### config.mk
export PLATFORM = sky130hd
export DESIGN_NAME = ptcf_config_tail
export DESIGN_NICKNAME = d
export VERILOG_FILES = /design/src/rtl/ptcf_pkg.sv /design/src/rtl/ptcf_upd_if.sv /design/src/rtl/ptcf_hint_reg.sv /design/src/rtl/ptcf_caps_reg.sv /design/src/rtl/ptcf_config_tail.sv
export VERILOG_INCLUDE_DIRS = /design/src /design/src/rtl
export SDC_FILE = /design/constraint.sdc
export NUM_CORES = 1
export LEC_CHECK = 0
export BUFFER_PORTS_ARGS = -buffer_cell sky130_fd_sc_hd__buf_2
export CAP_MARGIN = 0
export CELL_PAD_IN_SITES_DETAIL_PLACEMENT = 0
export CELL_PAD_IN_SITES_GLOBAL_PLACEMENT = 1
export CORE_ASPECT_RATIO = 2
export CORE_MARGIN = 2
export CORE_UTILIZATION = 26
export CTS_CLUSTER_SIZE = 28
export DETAILED_ROUTE_END_ITERATION = 6
export GPL_TIMING_DRIVEN = 0
export PLACE_DENSITY_LB_ADDON = 0.1
export SYNTH_ARGS = -nofsm -noshare
export SYNTH_HDL_FRONTEND = slang
export SYNTH_HIERARCHICAL = 1
export SYNTH_SLANG_ARGS = --single-unit
### constraint.sdc
create_clock -name mclk_in -period 0.93 [get_ports mclk_in]
set_input_delay 0.0465 -clock mclk_in [delete_from_list [all_inputs] [get_ports mclk_in]]
set_output_delay 0.0465 -clock mclk_in [all_outputs]
set_load 0.03 [all_outputs]
### src/rtl/ptcf_map.svh
`ifndef PTCF_MAP_SVH
`define PTCF_MAP_SVH

// Configuration byte offsets of the four registers
`define PTCF_OFS_HINT       8'h3f
`define PTCF_OFS_SLOT       8'h40
`define PTCF_OFS_CAPHDR     8'h80
`define PTCF_OFS_CAPS       8'h82

// Byte-lane positions inside the 32-bit read word
`define PTCF_HINT_LANE      24
`define PTCF_SLOT_LANE      0
`define PTCF_CAPHDR_LANE    0
`define PTCF_CAPS_LANE      16

// Interval hint
`define PTCF_HINT_RST       8'h04
`define PTCF_HINT_TIME_US   0.25
`define PTCF_CLK_PERIOD_NS  5.0

// Socket layout byte
`define PTCF_SLOT_RST       8'h20
`define PTCF_SLOT_RSVD7     7
`define PTCF_SLOT_RSVD3     3
`define PTCF_SLOT_CNT_HI    6
`define PTCF_SLOT_CNT_LO    4
`define PTCF_SLOT_CNT       3'h2
`define PTCF_SLOT_BAR       3'h0

// Feature list header
`define PTCF_NEXT_ITEM      8'h00
`define PTCF_KIND_CODE      8'h01

// Power capability word
`define PTCF_CAPS_RST       16'h7e02
`define PTCF_CAPS_WAKE_BIT  15
`define PTCF_WAKE_MASK      4'hf
`define PTCF_SPEC_REV       3'h2

`endif

### src/rtl/ptcf_pkg.sv
package ptcf_pkg;

    // Register selected by a configuration access
    typedef enum logic [1:0] {
        RSEL_NONE = 2'b00,
        RSEL_HINT = 2'b01,
        RSEL_SLOT = 2'b10,
        RSEL_PM   = 2'b11
    } ptcf_rsel_t;

endpackage

### src/rtl/ptcf_upd_if.sv
`timescale 1ns/1ps

// Update paths between the register front end and its two holders
interface ptcf_upd_if;
    logic        load_valid;
    logic [7:0]  load_data;
    logic [7:0]  hint;
    logic        wake_en;
    logic [15:0] caps;

    modport ctl       (output load_valid, output load_data, output wake_en,
                       input hint, input caps);
    modport hint_side (input load_valid, input load_data, output hint);
    modport caps_side (input wake_en, output caps);
endinterface

### src/rtl/ptcf_hint_reg.sv
`timescale 1ns/1ps
`include "ptcf_map.svh"

module ptcf_hint_reg
    import ptcf_pkg::*;
(
    input  wire logic mclk_in,
    input  wire logic rst_n_in,
    ptcf_upd_if.hint_side upd
);

    logic [7:0] hint_r;

    // Only the serial loader may change the hint; host writes never reach here
    always_ff @(posedge mclk_in or negedge rst_n_in) begin
        if (!rst_n_in) begin
            hint_r <= `PTCF_HINT_RST;
        end else if (upd.load_valid) begin
            hint_r <= upd.load_data;
        end
    end

    assign upd.hint = hint_r;
endmodule

### src/rtl/ptcf_caps_reg.sv
`timescale 1ns/1ps
`include "ptcf_map.svh"

module ptcf_caps_reg
    import ptcf_pkg::*;
(
    input  wire logic mclk_in,
    input  wire logic rst_n_in,
    ptcf_upd_if.caps_side upd
);

    logic [15:0] caps_r;

    // Top bit tracks the wake enable; the rest stays at its reset pattern
    always_ff @(posedge mclk_in or negedge rst_n_in) begin
        if (!rst_n_in) begin
            caps_r <= `PTCF_CAPS_RST;
        end else begin
            caps_r <= {upd.wake_en, caps_r[`PTCF_CAPS_WAKE_BIT-1:0]};
        end
    end

    assign upd.caps = caps_r;
endmodule

### src/rtl/ptcf_config_tail.sv
`timescale 1ns/1ps
`include "ptcf_map.svh"

module ptcf_config_tail
    import ptcf_pkg::*;
(
    input  wire logic        mclk_in,
    input  wire logic        resetn_in,
    input  wire logic        cfg_req_in,
    input  wire logic        cfg_we_in,
    input  wire logic [7:0]  cfg_addr_in,
    input  wire logic [3:0]  cfg_be_in,
    input  wire logic [31:0] cfg_wdata_in,
    input  wire logic        eep_load_valid_in,
    input  wire logic [7:0]  eep_load_data_in,
    input  wire logic        unpowered_wake_enable_in,
    output logic             cfg_ack_out,
    output logic [31:0]      cfg_rdata_out,
    output logic [7:0]       bus_access_interval_hint_out,
    output logic             wake_from_unpowered_out,
    output logic             high_prio_out,
    output logic [7:0]       hint_gap_cyc_out
);

    // Cycles per shortest access gap; longest time, so round down
    localparam int unsigned HINT_GAP_CYC =
        int'($floor(`PTCF_HINT_TIME_US * 1000.0 / `PTCF_CLK_PERIOD_NS));
    localparam logic [7:0]  HINT_GAP_CYC8 = HINT_GAP_CYC[7:0];
    // Dword numbers of the decoded words, and the capability reset image
    localparam logic [5:0]  DW_HINT       = 6'(`PTCF_OFS_HINT >> 2);
    localparam logic [5:0]  DW_SLOT       = 6'(`PTCF_OFS_SLOT >> 2);
    localparam logic [5:0]  DW_PM         = 6'(`PTCF_OFS_CAPHDR >> 2);
    localparam logic [15:0] CAPS_RST      = `PTCF_CAPS_RST;

    logic        rst_meta_n_r;
    logic        rst_sync_n_r;
    logic        cfg_ack_r;
    logic [31:0] cfg_rdata_r;
    logic [31:0] rdata_nxt;
    logic        high_prio_r;
    logic [7:0]  gap_cyc_r;
    ptcf_rsel_t  rsel;
    logic [7:0]  slot_byte;
    logic [15:0] caphdr_word;

    ptcf_upd_if upd ();

    // Reset release through two flops; assertion stays asynchronous
    always_ff @(posedge mclk_in or negedge resetn_in) begin
        if (!resetn_in) begin
            rst_meta_n_r <= 1'b0;
            rst_sync_n_r <= 1'b0;
        end else begin
            rst_meta_n_r <= 1'b1;
            rst_sync_n_r <= rst_meta_n_r;
        end
    end

    // Loader and wake enable come from same-clock logic, no synchroniser
    assign upd.load_valid = eep_load_valid_in;
    assign upd.load_data  = eep_load_data_in;
    assign upd.wake_en    = unpowered_wake_enable_in;

    ptcf_hint_reg i_ptcf_hint_reg (
        .mclk_in  (mclk_in),
        .rst_n_in (rst_sync_n_r),
        .upd      (upd.hint_side)
    );

    ptcf_caps_reg i_ptcf_caps_reg (
        .mclk_in  (mclk_in),
        .rst_n_in (rst_sync_n_r),
        .upd      (upd.caps_side)
    );

    // Hardwired bytes; nothing in the design can alter them
    assign slot_byte   = `PTCF_SLOT_RST;
    assign caphdr_word = {`PTCF_NEXT_ITEM, `PTCF_KIND_CODE};

    // Dword decode; neighbours' bytes in a shared dword read as zero here
    always_comb begin
        if (cfg_addr_in[7:2] == DW_HINT) begin
            rsel = RSEL_HINT;
        end else if (cfg_addr_in[7:2] == DW_SLOT) begin
            rsel = RSEL_SLOT;
        end else if (cfg_addr_in[7:2] == DW_PM) begin
            rsel = RSEL_PM;
        end else begin
            rsel = RSEL_NONE;
        end
    end

    // Read word assembly; writes return zero data
    always_comb begin
        rdata_nxt = 32'h0000_0000;
        if (!cfg_we_in) begin
            case (rsel)
                RSEL_HINT: begin
                    rdata_nxt[`PTCF_HINT_LANE +: 8] = upd.hint;
                end
                RSEL_SLOT: begin
                    rdata_nxt[`PTCF_SLOT_LANE +: 8] = slot_byte;
                end
                RSEL_PM: begin
                    rdata_nxt[`PTCF_CAPHDR_LANE +: 16] = caphdr_word;
                    rdata_nxt[`PTCF_CAPS_LANE +: 16]   = upd.caps;
                end
                default: begin
                    rdata_nxt = 32'h0000_0000;
                end
            endcase
        end
    end

    // Every request is answered one cycle later, read or write alike
    always_ff @(posedge mclk_in or negedge rst_sync_n_r) begin
        if (!rst_sync_n_r) begin
            cfg_ack_r <= 1'b0;
        end else begin
            cfg_ack_r <= cfg_req_in;
        end
    end

    // Read data; a write only acknowledges, no state is touched
    always_ff @(posedge mclk_in or negedge rst_sync_n_r) begin
        if (!rst_sync_n_r) begin
            cfg_rdata_r <= 32'h0000_0000;
        end else if (cfg_req_in) begin
            cfg_rdata_r <= rdata_nxt;
        end else begin
            cfg_rdata_r <= 32'h0000_0000;
        end
    end

    // Arbitration hint decode: default value asks for the tightest slot
    always_ff @(posedge mclk_in or negedge rst_sync_n_r) begin
        if (!rst_sync_n_r) begin
            high_prio_r <= 1'b0;
            gap_cyc_r   <= 8'h00;
        end else begin
            high_prio_r <= (upd.hint == `PTCF_HINT_RST);
            gap_cyc_r   <= (upd.hint == `PTCF_HINT_RST) ? HINT_GAP_CYC8 : 8'h00;
        end
    end

    assign cfg_ack_out                  = cfg_ack_r;
    assign cfg_rdata_out                = cfg_rdata_r;
    assign bus_access_interval_hint_out = upd.hint; // Flop inside the holder
    assign wake_from_unpowered_out      = upd.caps[`PTCF_CAPS_WAKE_BIT];
    assign high_prio_out                = high_prio_r;
    assign hint_gap_cyc_out             = gap_cyc_r;

    // Helper decode for the checks below
    logic cfg_rd_hit_hint;
    logic cfg_rd_hit_slot;
    logic cfg_rd_hit_pm;
    logic cfg_wr_any;

    assign cfg_rd_hit_hint = cfg_req_in && !cfg_we_in && rsel == RSEL_HINT;
    assign cfg_rd_hit_slot = cfg_req_in && !cfg_we_in && rsel == RSEL_SLOT;
    assign cfg_rd_hit_pm   = cfg_req_in && !cfg_we_in && rsel == RSEL_PM;
    assign cfg_wr_any      = cfg_req_in && cfg_we_in && |cfg_be_in && |cfg_wdata_in;
endmodule

# Word-level counts from Yosys, hierarchy flattened
# Cells that the tools add are included.
# word_totals
elab_cells	24
ff_bits	51
in_bits	58
# op_classes
eq_ne	7
mux	9
# op_table
cell	count
$mux W32	2
$pmux W8 S2	1
$pmux W6 S2	1
$mux W10	1
$eq A8 B3 Y1 const B	1
$eq A6 B4 Y1 const B	1
$eq A6 B5 Y1 const B	1
$eq A6 B6 Y1 const B	1
$mux W2	3
$mux W6	1
$eq A2 B2 Y1 const B	2
$eq A2 B1 Y1 const B	1

# Depth between registers and ports, before layout
# Gate-level depths: netlist of the first run.
# logic_depth
ltp_word	8
ltp_mapped	4

# Cells and area by module
# The synthesis of the first run kept the hierarchy.
# modules_own_cells
module	seq_area_each_um2	cells_per_inst	instances	area_each_um2
ptcf_config_tail	550.5	92	1	1036.0
ptcf_hint_reg	201.4	17	1	332.8
ptcf_caps_reg	25.0	18	1	145.1

# Worst setup path before layout of the first run
# Ideal clock, no wire load.
# synth_timing
path_kind	register -> register
startpoint	reg i_ptcf_hint_reg.hint_r[6] (netlist: i_ptcf_hint_reg/upd.hint[6])
endpoint	reg gap_cyc_r[4] (netlist: hint_gap_cyc_out[4])
required_ps	862
t_arrival_ps	951
path_buffers	0
stages_incl_launch_ff	3
slack_ps	-89
cell_sequence	dfrtp_1 -> nor4_1 -> and4b_1
# synth_between
elab_chain_cells	2
# synth_lines
element	line	source
from (decl)	ptcf_hint_reg.sv:12	logic [7:0] hint_r;
from (signal assigned)	ptcf_hint_reg.sv:17	hint_r <= `PTCF_HINT_RST;
from (signal assigned)	ptcf_hint_reg.sv:19	hint_r <= upd.load_data;
$eq A8 B3 Y1 (no line)	--	
$mux W6	ptcf_config_tail.sv:142	gap_cyc_r <= (upd.hint == `PTCF_HINT_RST) ? HINT_GAP_CYC8 : 8'h00;
to (signal assigned)	ptcf_config_tail.sv:142	
to (decl)	ptcf_config_tail.sv:41	logic [7:0] gap_cyc_r;
# No other way between the ends.
# A chain may end at the register's enable or synchronous reset.

# Final worst setup path of the first run
# layout_timing
startpoint	reg i_ptcf_hint_reg.hint_r[2] (netlist: i_ptcf_hint_reg/upd.hint[2])
endpoint	out bus_access_interval_hint_out[2]
# layout_rtl
element	line	source
to (decl)	ptcf_config_tail.sv:19	output logic [7:0] bus_access_interval_hint_out,
# No word-level cell between the ends.

==> metrics.md, run 1 <==
| Metric | Value |
|---|---|
| EDFF count, synth | `0` |
| Setup ws final | `-82.8 ps` |
| Initial DRC count | `28` |
| Final min period | `1010 ps` |
| Uppermost routed layer | `met4` |
| Fmax | `0.987 GHz` |
| Largest net degree at the start of global routing | `30` |
| Net count, final | `281` |
| Top cell type's share of synthesized area | `49.6%` |
| Launch point of the worst reg-to-reg path | `i_ptcf_hint_reg/upd.hint[6]` |
| Synth cell count leaders | `buf_4 (37), dfrtp_1 (30), nand3_1 (16)` |
| Die height | `112 um` |
| Hold Path Class | `primary input to flip-flop` |
| Register cell area after layout | `787 um2` |
| Seq cells post-synth | `31` |
| Final core occ | `40.7%` |
| Most frequent cell after synthesis | `buf_4` |
| Num rows | `39` |
| Largest area contributor in the netlist | `dfrtp_1` |
| CP cell instances | `buf_6` |
| Total gr overflow | `0` |
| Critical path's largest stage delay | `560 ps` |
| Core Box Area | `0.00566 mm2` |
| Total power | `0.00363 W` |
| Maximum vdd drop | `0.985 mV` |
| Syn avg cell area | `11.9 um2` |
| Fill cells | `597` |
| Final setup violation count | `6` |
| Routability cong. | `0.714` |
| # IOs | `109` |
| Routed via count | `1101` |
| Num CTS Buffers | `5` |
| Worst Setup Start Kind | `flip-flop` |
| Dpl hpwl | `2590 um` |
| M1 wire length | `1150 um` |
| Setup Crit Path Kind | `flip-flop to primary output` |
| WP data arrival | `970 ps` |
| Cell Pwr Density | `1570 mW/mm2` |
| Die width | `58.0 um` |
| Mapped cell area | `0.00151 mm2` |
| MaxCap Viol Count | `0` |
| Buf+Inv Stages, Crit Path | `1` |
| Fraction of layout cells with a size suffix above 1 | `57.6%` |
| WL met2 | `2060 um` |
| Clk Latency, worst-skew pair | `270 ps` |
| RSZ-0062 raised after global routing | `yes` |
| Warnings from Yosys | `6` |
| Crit share post-route | `109%` |
| CTS Sinks | `31` |
| Slew Limit Fails | `0` |
| Unique masters post-synth | `21` |
| Failing checks | `setup timing` |
| Antenna violations before repair | `0` |
| Sequential share of the synthesized area | `51.3%` |
| Root Driver | `clkbuf_16` |
| Place WS | `-380 ps` |
| Largest fanout on the critical path | `2` |
| Antenna cells | `0` |
| Vias in the first global route | `1190` |
| Pre-antenna DRT Iters | `3` |
| Initial Util | `26.7%` |
| Status | `complete, but fails checks` |
| Remaining DRCs | `0` |
| H-tree levels | `2` |
| Footprint of the multi-input gates | `571 um2` |
| CTS clk-pin slew, worst paths | `50 ps` |
| Worst Hold Launch | `eep_load_data_in[3]` |
| First-pass GRT wire length | `5680 um` |
| CP required | `880 ps` |
| Vias per inst | `3.86` |
| CTS tree | `yes` |
| Slack of the worst reg-to-reg path | `-80 ps` |
| Setup crit start | `i_ptcf_hint_reg/upd.hint[2]` |
| Clock skew | `5.43 ps` |
| Post-DRT Antenna Nets | `0` |
| Kind of cell adding the most delay to the critical path | `flip-flops` |
| Critical-path top delay cell | `dfstp_2` |
| Buffer depth of the longest clock path | `2` |
| Synth top area cells | `dfrtp_1 (50%), buf_4 (18%), mux2_4 (7.9%)` |
| Async set-reset flop share out of synthesis | `100%` |
| Leak pwr | `1.23 nW` |
| IO buf count | `50` |
| WL/cell | `12.3 um` |
| Hold Fails Final Rpt | `0` |
| Die area | `0.00649 mm2` |
| Worst setup EP type | `primary output` |
| All-layer global routing usage | `11.6%` |
| Post-Synthesis Cells | `127` |
| Wire length on met3 | `242 um` |
| Primary FF master, synth | `dfrtp_1` |
| Layout area overhead | `52.3%` |
| Drt total wl | `3510 um` |
state kept, by name, summed over array words and instances, names as in the netlist:
name / count
cfg_ack_out: 1
cfg_rdata_out: 18
hint_gap_cyc_out: 1
i_ptcf_caps_reg/upd.caps: 1
i_ptcf_hint_reg/upd.hint: 8
rst_meta_n_r: 1
rst_sync_n_r: 1
per-stage QoR:
| step | cell area (um2) | instances | hold slack, ps | setup TNS [ps] |
|---|---|---|---|---|
| floorplan | 1630 | 158 | -249 | -97.6 |
| global placement | 1960 | 269 | -168 | -2330 |
| detailed placement | 1960 | 269 | -164 | -2510 |
| CTS | 2220 | 284 | 1.23 | -405 |
| global route | 2310 | 285 | 2.41 | -610 |
| finish | 2310 | 285 | 4.09 | -392 |
final timing paths:
path / end / cells after the start
worst max register to register: hint_gap_cyc_out[4] / 2
worst max-delay path: bus_access_interval_hint_out[2] / 1
min in group asynchronous: rst_meta_n_r / 2
max in group asynchronous: i_ptcf_hint_reg/upd.hint[2] / 0
worst min register to register: cfg_rdata_out[0] / 0
worst min-delay path: i_ptcf_hint_reg/upd.hint[3] / 2
layout make-up:
| type | count | share of cell area [%] |
|---|---|---|
| Multi-Input combinational cell | 85 | 24.7 |
| Tap cell | 61 | 3.31 |
| Clock buffer | 8 | 5.91 |
| Sequential cell | 31 | 34.1 |
| Timing Repair Buffer | 59 | 18.1 |
| Buffer | 41 | 13.8 |
report_power, final:
| part | switching (W) | total (W) | internal (W) |
|---|---|---|---|
| combinational | 0.000318 | 0.000627 | 0.000309 |
| clock | 0.000524 | 0.00152 | 0.000991 |
| sequential | 0.0000819 | 0.00149 | 0.00141 |
| total | 0.000923 | 0.00363 | 0.00271 |
metal layers:
metal | vias to the layer above | GRT usage (%)
met4 | 0 | 5.12
met1 | 520 | 11.3
met3 | 5 | 3.37
li1 | 538 | -
met2 | 38 | 21.4
met5 | - | 0
layout by cell type, fill, tap and decap left out, drive strengths merged:
cell | Yosys | final
a21boi | 8 | 8
and2 | 9 | 9
and3 | 2 | 2
and4b | 1 | 1
buf | 40 | 96
clkbuf | 2 | 9
conb | 4 | 35
dfrtp | 30 | 30
dfstp | 1 | 1
dlygate4sd3 | 0 | 3
mux2 | 8 | 8
nand3 | 16 | 16
nor2 | 1 | 1
nor2b | 1 | 1
nor3b | 1 | 1
nor4 | 2 | 2
nor4bb | 1 | 1
cells by family (layout without fill, tap and decap cells):
| group | count (synthesis) | count (layout) | share of synthesized area (%) |
|---|---|---|---|
| multiplexers | 8 | 8 | 7.93 |
| other | 4 | 35 | 0.991 |
| buffers and inverters | 42 | 108 | 20.6 |
| AND/OR/NAND/NOR | 34 | 34 | 15.2 |
| flip-flops | 31 | 31 | 51.3 |
| AO/OA/AOI/OAI | 8 | 8 | 3.97 |
what timing repair did:
item,in CTS,in global routing
pin swaps,2,2
hold endpoints to repair,4,0
setup buffers,4,2
hold buffers,3,0
gates resized for setup,21,19
endpoints found under the setup margin,13,19
Note: power is estimated with default switching activity, not from simulation.
==> inputs of run 2 (changes only) <==
--- a/config.mk
+++ b/config.mk
@@ -9,13 +9,12 @@
 export BUFFER_PORTS_ARGS = -buffer_cell sky130_fd_sc_hd__buf_2
 export CAP_MARGIN = 0
 export CELL_PAD_IN_SITES_DETAIL_PLACEMENT = 0
-export CELL_PAD_IN_SITES_GLOBAL_PLACEMENT = 1
+export CELL_PAD_IN_SITES_GLOBAL_PLACEMENT = 2
 export CORE_ASPECT_RATIO = 2
 export CORE_MARGIN = 2
-export CORE_UTILIZATION = 26
+export CORE_UTILIZATION = 20
 export CTS_CLUSTER_SIZE = 28
 export DETAILED_ROUTE_END_ITERATION = 6
-export GPL_TIMING_DRIVEN = 0
 export PLACE_DENSITY_LB_ADDON = 0.1
 export SYNTH_ARGS = -nofsm -noshare
 export SYNTH_HDL_FRONTEND = slang
==> run 2 against run 1 <==
The flow still finishes with violations (setup timing). Fmax grew 1.4%. Die area grew 28%. Combinational power shrank 3%. Non-clock buffer count shrank 25. Final cell count grew 2.1%. Critical path depth is the same. Sequential power is essentially flat. Largest power group unchanged. Highest routed layer unchanged.
==> metrics.md, run 2 (synthesized netlist as in run 1, its figures left out) <==
| Metric | Value |
|---|---|
| Register-to-Register Path Depth | `2 (unchanged)` |
| Vias in the first global route | `1070 (-10%)` |
| Leak pwr | `1.13 nW (-8.5%)` |
| Clk Latency, worst-skew pair | `270 ps (about the same)` |
| Largest net degree at the start of global routing | `26 (-13%)` |
| Buffer depth of the longest clock path | `2 (unchanged)` |
| WP data arrival | `950 ps (-20 ps)` |
| Largest fanout on the critical path | `3 (+1)` |
| Total gr overflow | `0 (unchanged)` |
| Remaining DRCs | `0 (unchanged)` |
| Pre-antenna DRT Iters | `4 (+1)` |
| RR Endpoint | `hint_gap_cyc_out[4]` |
| Fmax | `1.00 GHz (+1.4%)` |
| Antenna violations before repair | `0 (unchanged)` |
| Final setup violation count | `5 (-1)` |
| # IOs | `109 (unchanged)` |
| Worst Hold Launch | `eep_load_data_in[3]` |
| Buf+Inv Stages, Crit Path | `1 (unchanged)` |
| Hold Path Sink | `i_ptcf_hint_reg/upd.hint[3]` |
| Core Box Area | `0.00732 mm2 (+29%)` |
| Kind of cell adding the most delay to the critical path | `flip-flops` |
| Routed via count | `1005 (-8.7%)` |
| Slew Limit Fails | `0 (unchanged)` |
| CP required | `880 ps (about the same)` |
| Setup Crit Path Kind | `flip-flop to primary output` |
| Cell Pwr Density | `1800 mW/mm2 (+14%)` |
| CTS clk-pin slew, worst paths | `50 ps (about the same)` |
| Post-DRT Antenna Nets | `0 (unchanged)` |
| Drt total wl | `3470 um (-1.1%)` |
| Die width | `65.5 um (+13%)` |
| Vias per inst | `3.45 (-11%)` |
| Maximum vdd drop | `0.971 mV (-1.4%)` |
| Crit share post-route | `107% (-1.5 points)` |
| Routability cong. | `0.748 (+4.6%)` |
| Layout area overhead | `45.1%` |
| Dpl hpwl | `2780 um (+7.3%)` |
| Critical path's largest stage delay | `550 ps (about the same)` |
| Worst Setup Start Kind | `flip-flop` |
| CP cell instances | `buf_6` |
| Root Driver | `clkbuf_16` |
| Placed Cells | `272 (+1.1%)` |
| Setup ws final | `-68.9 ps (+13.9 ps)` |
| H-tree levels | `2 (unchanged)` |
| Hold Path Depth | `2 (unchanged)` |
| Die area | `0.00832 mm2 (+28%)` |
| First-pass GRT wire length | `5350 um (-5.7%)` |
| Slack of the worst reg-to-reg path | `-20 ps (+60 ps)` |
| Launch point of the worst reg-to-reg path | `i_ptcf_hint_reg/upd.hint[6]` |
| Antenna cells | `0 (unchanged)` |
| WL/cell | `11.9 um (-3.1%)` |
| RSZ-0062 raised after global routing | `yes` |
| Status | `complete, but fails checks` |
| IO buf count | `51 (+2.0%)` |
| Hold Path Class | `primary input to flip-flop` |
| Hold Fails Final Rpt | `0 (unchanged)` |
| CTS tree | `yes` |
| Final std cells w/o fill | `291 (+2.1%)` |
| Initial DRC count | `9 (-68%)` |
| Die height | `127 um (+14%)` |
| Commonest non-fill, non-tap cell in the layout | `buf_2` |
| Num CTS Buffers | `5 (unchanged)` |
| Most frequent cells in the layout | `buf_2 (39), conb_1 (35), dfrtp_1 (24), nand3_1 (16), buf_4 (14)` |
| Worst setup EP type | `primary output` |
| Failing checks | `setup timing` |
| Max FFs per register | `18 (unchanged)` |
| Final hold slack | `11.1 ps (+6.99 ps)` |
| Fraction of layout cells with a size suffix above 1 | `52.3% (-5.3 points)` |
| CTS Sinks | `31 (unchanged)` |
| Num rows | `44 (+13%)` |
| Critical-path top delay cell | `dfstp_2` |
| Clock skew | `6.42 ps (+0.987 ps)` |
| Final core occ | `30.0% (-11 points)` |
| Initial Util | `20.7% (-6.1 points)` |
| MaxCap Viol Count | `0 (unchanged)` |
| All-layer global routing usage | `8.87% (-2.7 points)` |
| Net count, final | `256 (-8.9%)` |
| Final min period | `999 ps (-13.9 ps)` |
==> run 2: metal layers <==
| metal | share of wire, % | up-vias | global-route usage, % |
|---|---|---|---|
| met1 | 34 | 475 | 8.79 |
| met2 | 59 | 37 | 16.1 |
| met5 | 0 | - | 0 |
| li1 | - | 489 | - |
| met3 | 5.5 | 4 | 2.29 |
| met4 | 1.7 | 0 | 5.15 |
==> run 2: final cells by class <==
cell class | count | area, um2
Tap cell | 92 | 115
Timing Repair Buffer | 75 | 576
Clock buffer | 6 | 139
Sequential cell | 31 | 785
Clock inverter | 2 | 35.0
Multi-Input combinational cell | 85 | 548
Fill cell | 779 | 5120
==> run 2: worst max-delay path by stage <==
stage | end | slack [ps] | depth (start not counted) | startpoint
floorplan | hint_gap_cyc_out[4] | -50 | 2 | i_ptcf_hint_reg/upd.hint[6]
global placement | cfg_rdata_out[25] | -100 | 5 | cfg_addr_in[3]
detailed placement | cfg_rdata_out[25] | -160 | 5 | cfg_addr_in[3]
CTS | bus_access_interval_hint_out[2] | -80 | 1 | i_ptcf_hint_reg/upd.hint[2]
global route | bus_access_interval_hint_out[2] | -100 | 1 | i_ptcf_hint_reg/upd.hint[2]
finish | bus_access_interval_hint_out[2] | -70 | 1 | i_ptcf_hint_reg/upd.hint[2]
==> run 2: through the flow <==
step / area [um2] / setup WS [ps] / total power, W / TNS [ps]
final: 2200 / -68.9 / 0.00395 / -232
after global routing: 2200 / -102 / 0.00412 / -482
after CTS: 2180 / -80.4 / 0.00402 / -255
after detailed placement: 1840 / -160 / 0.00198 / -856
after global placement: 1840 / -96.1 / 0.00197 / -620
after floorplan: 1630 / -48.9 / 0.00188 / -97.6
==> run 2: what timing repair did <==
action | 4_1_cts | 5_1_grt
hold buffers | 6 | 0
hold endpoints to repair | 7 | 0
setup buffers | 5 | 0
gates resized for setup | 21 | 14
endpoints found under the setup margin | 9 | 15
==> run 2: where the power goes <==
group / switching (W) / internal (W) / leakage [nW]
combinational: 0.000336 / 0.000272 / 0.643
sequential: 0.0000501 / 0.00141 / 0.398
clock: 0.000558 / 0.00133 / 0.0868
total: 0.000944 / 0.00301 / 1.13
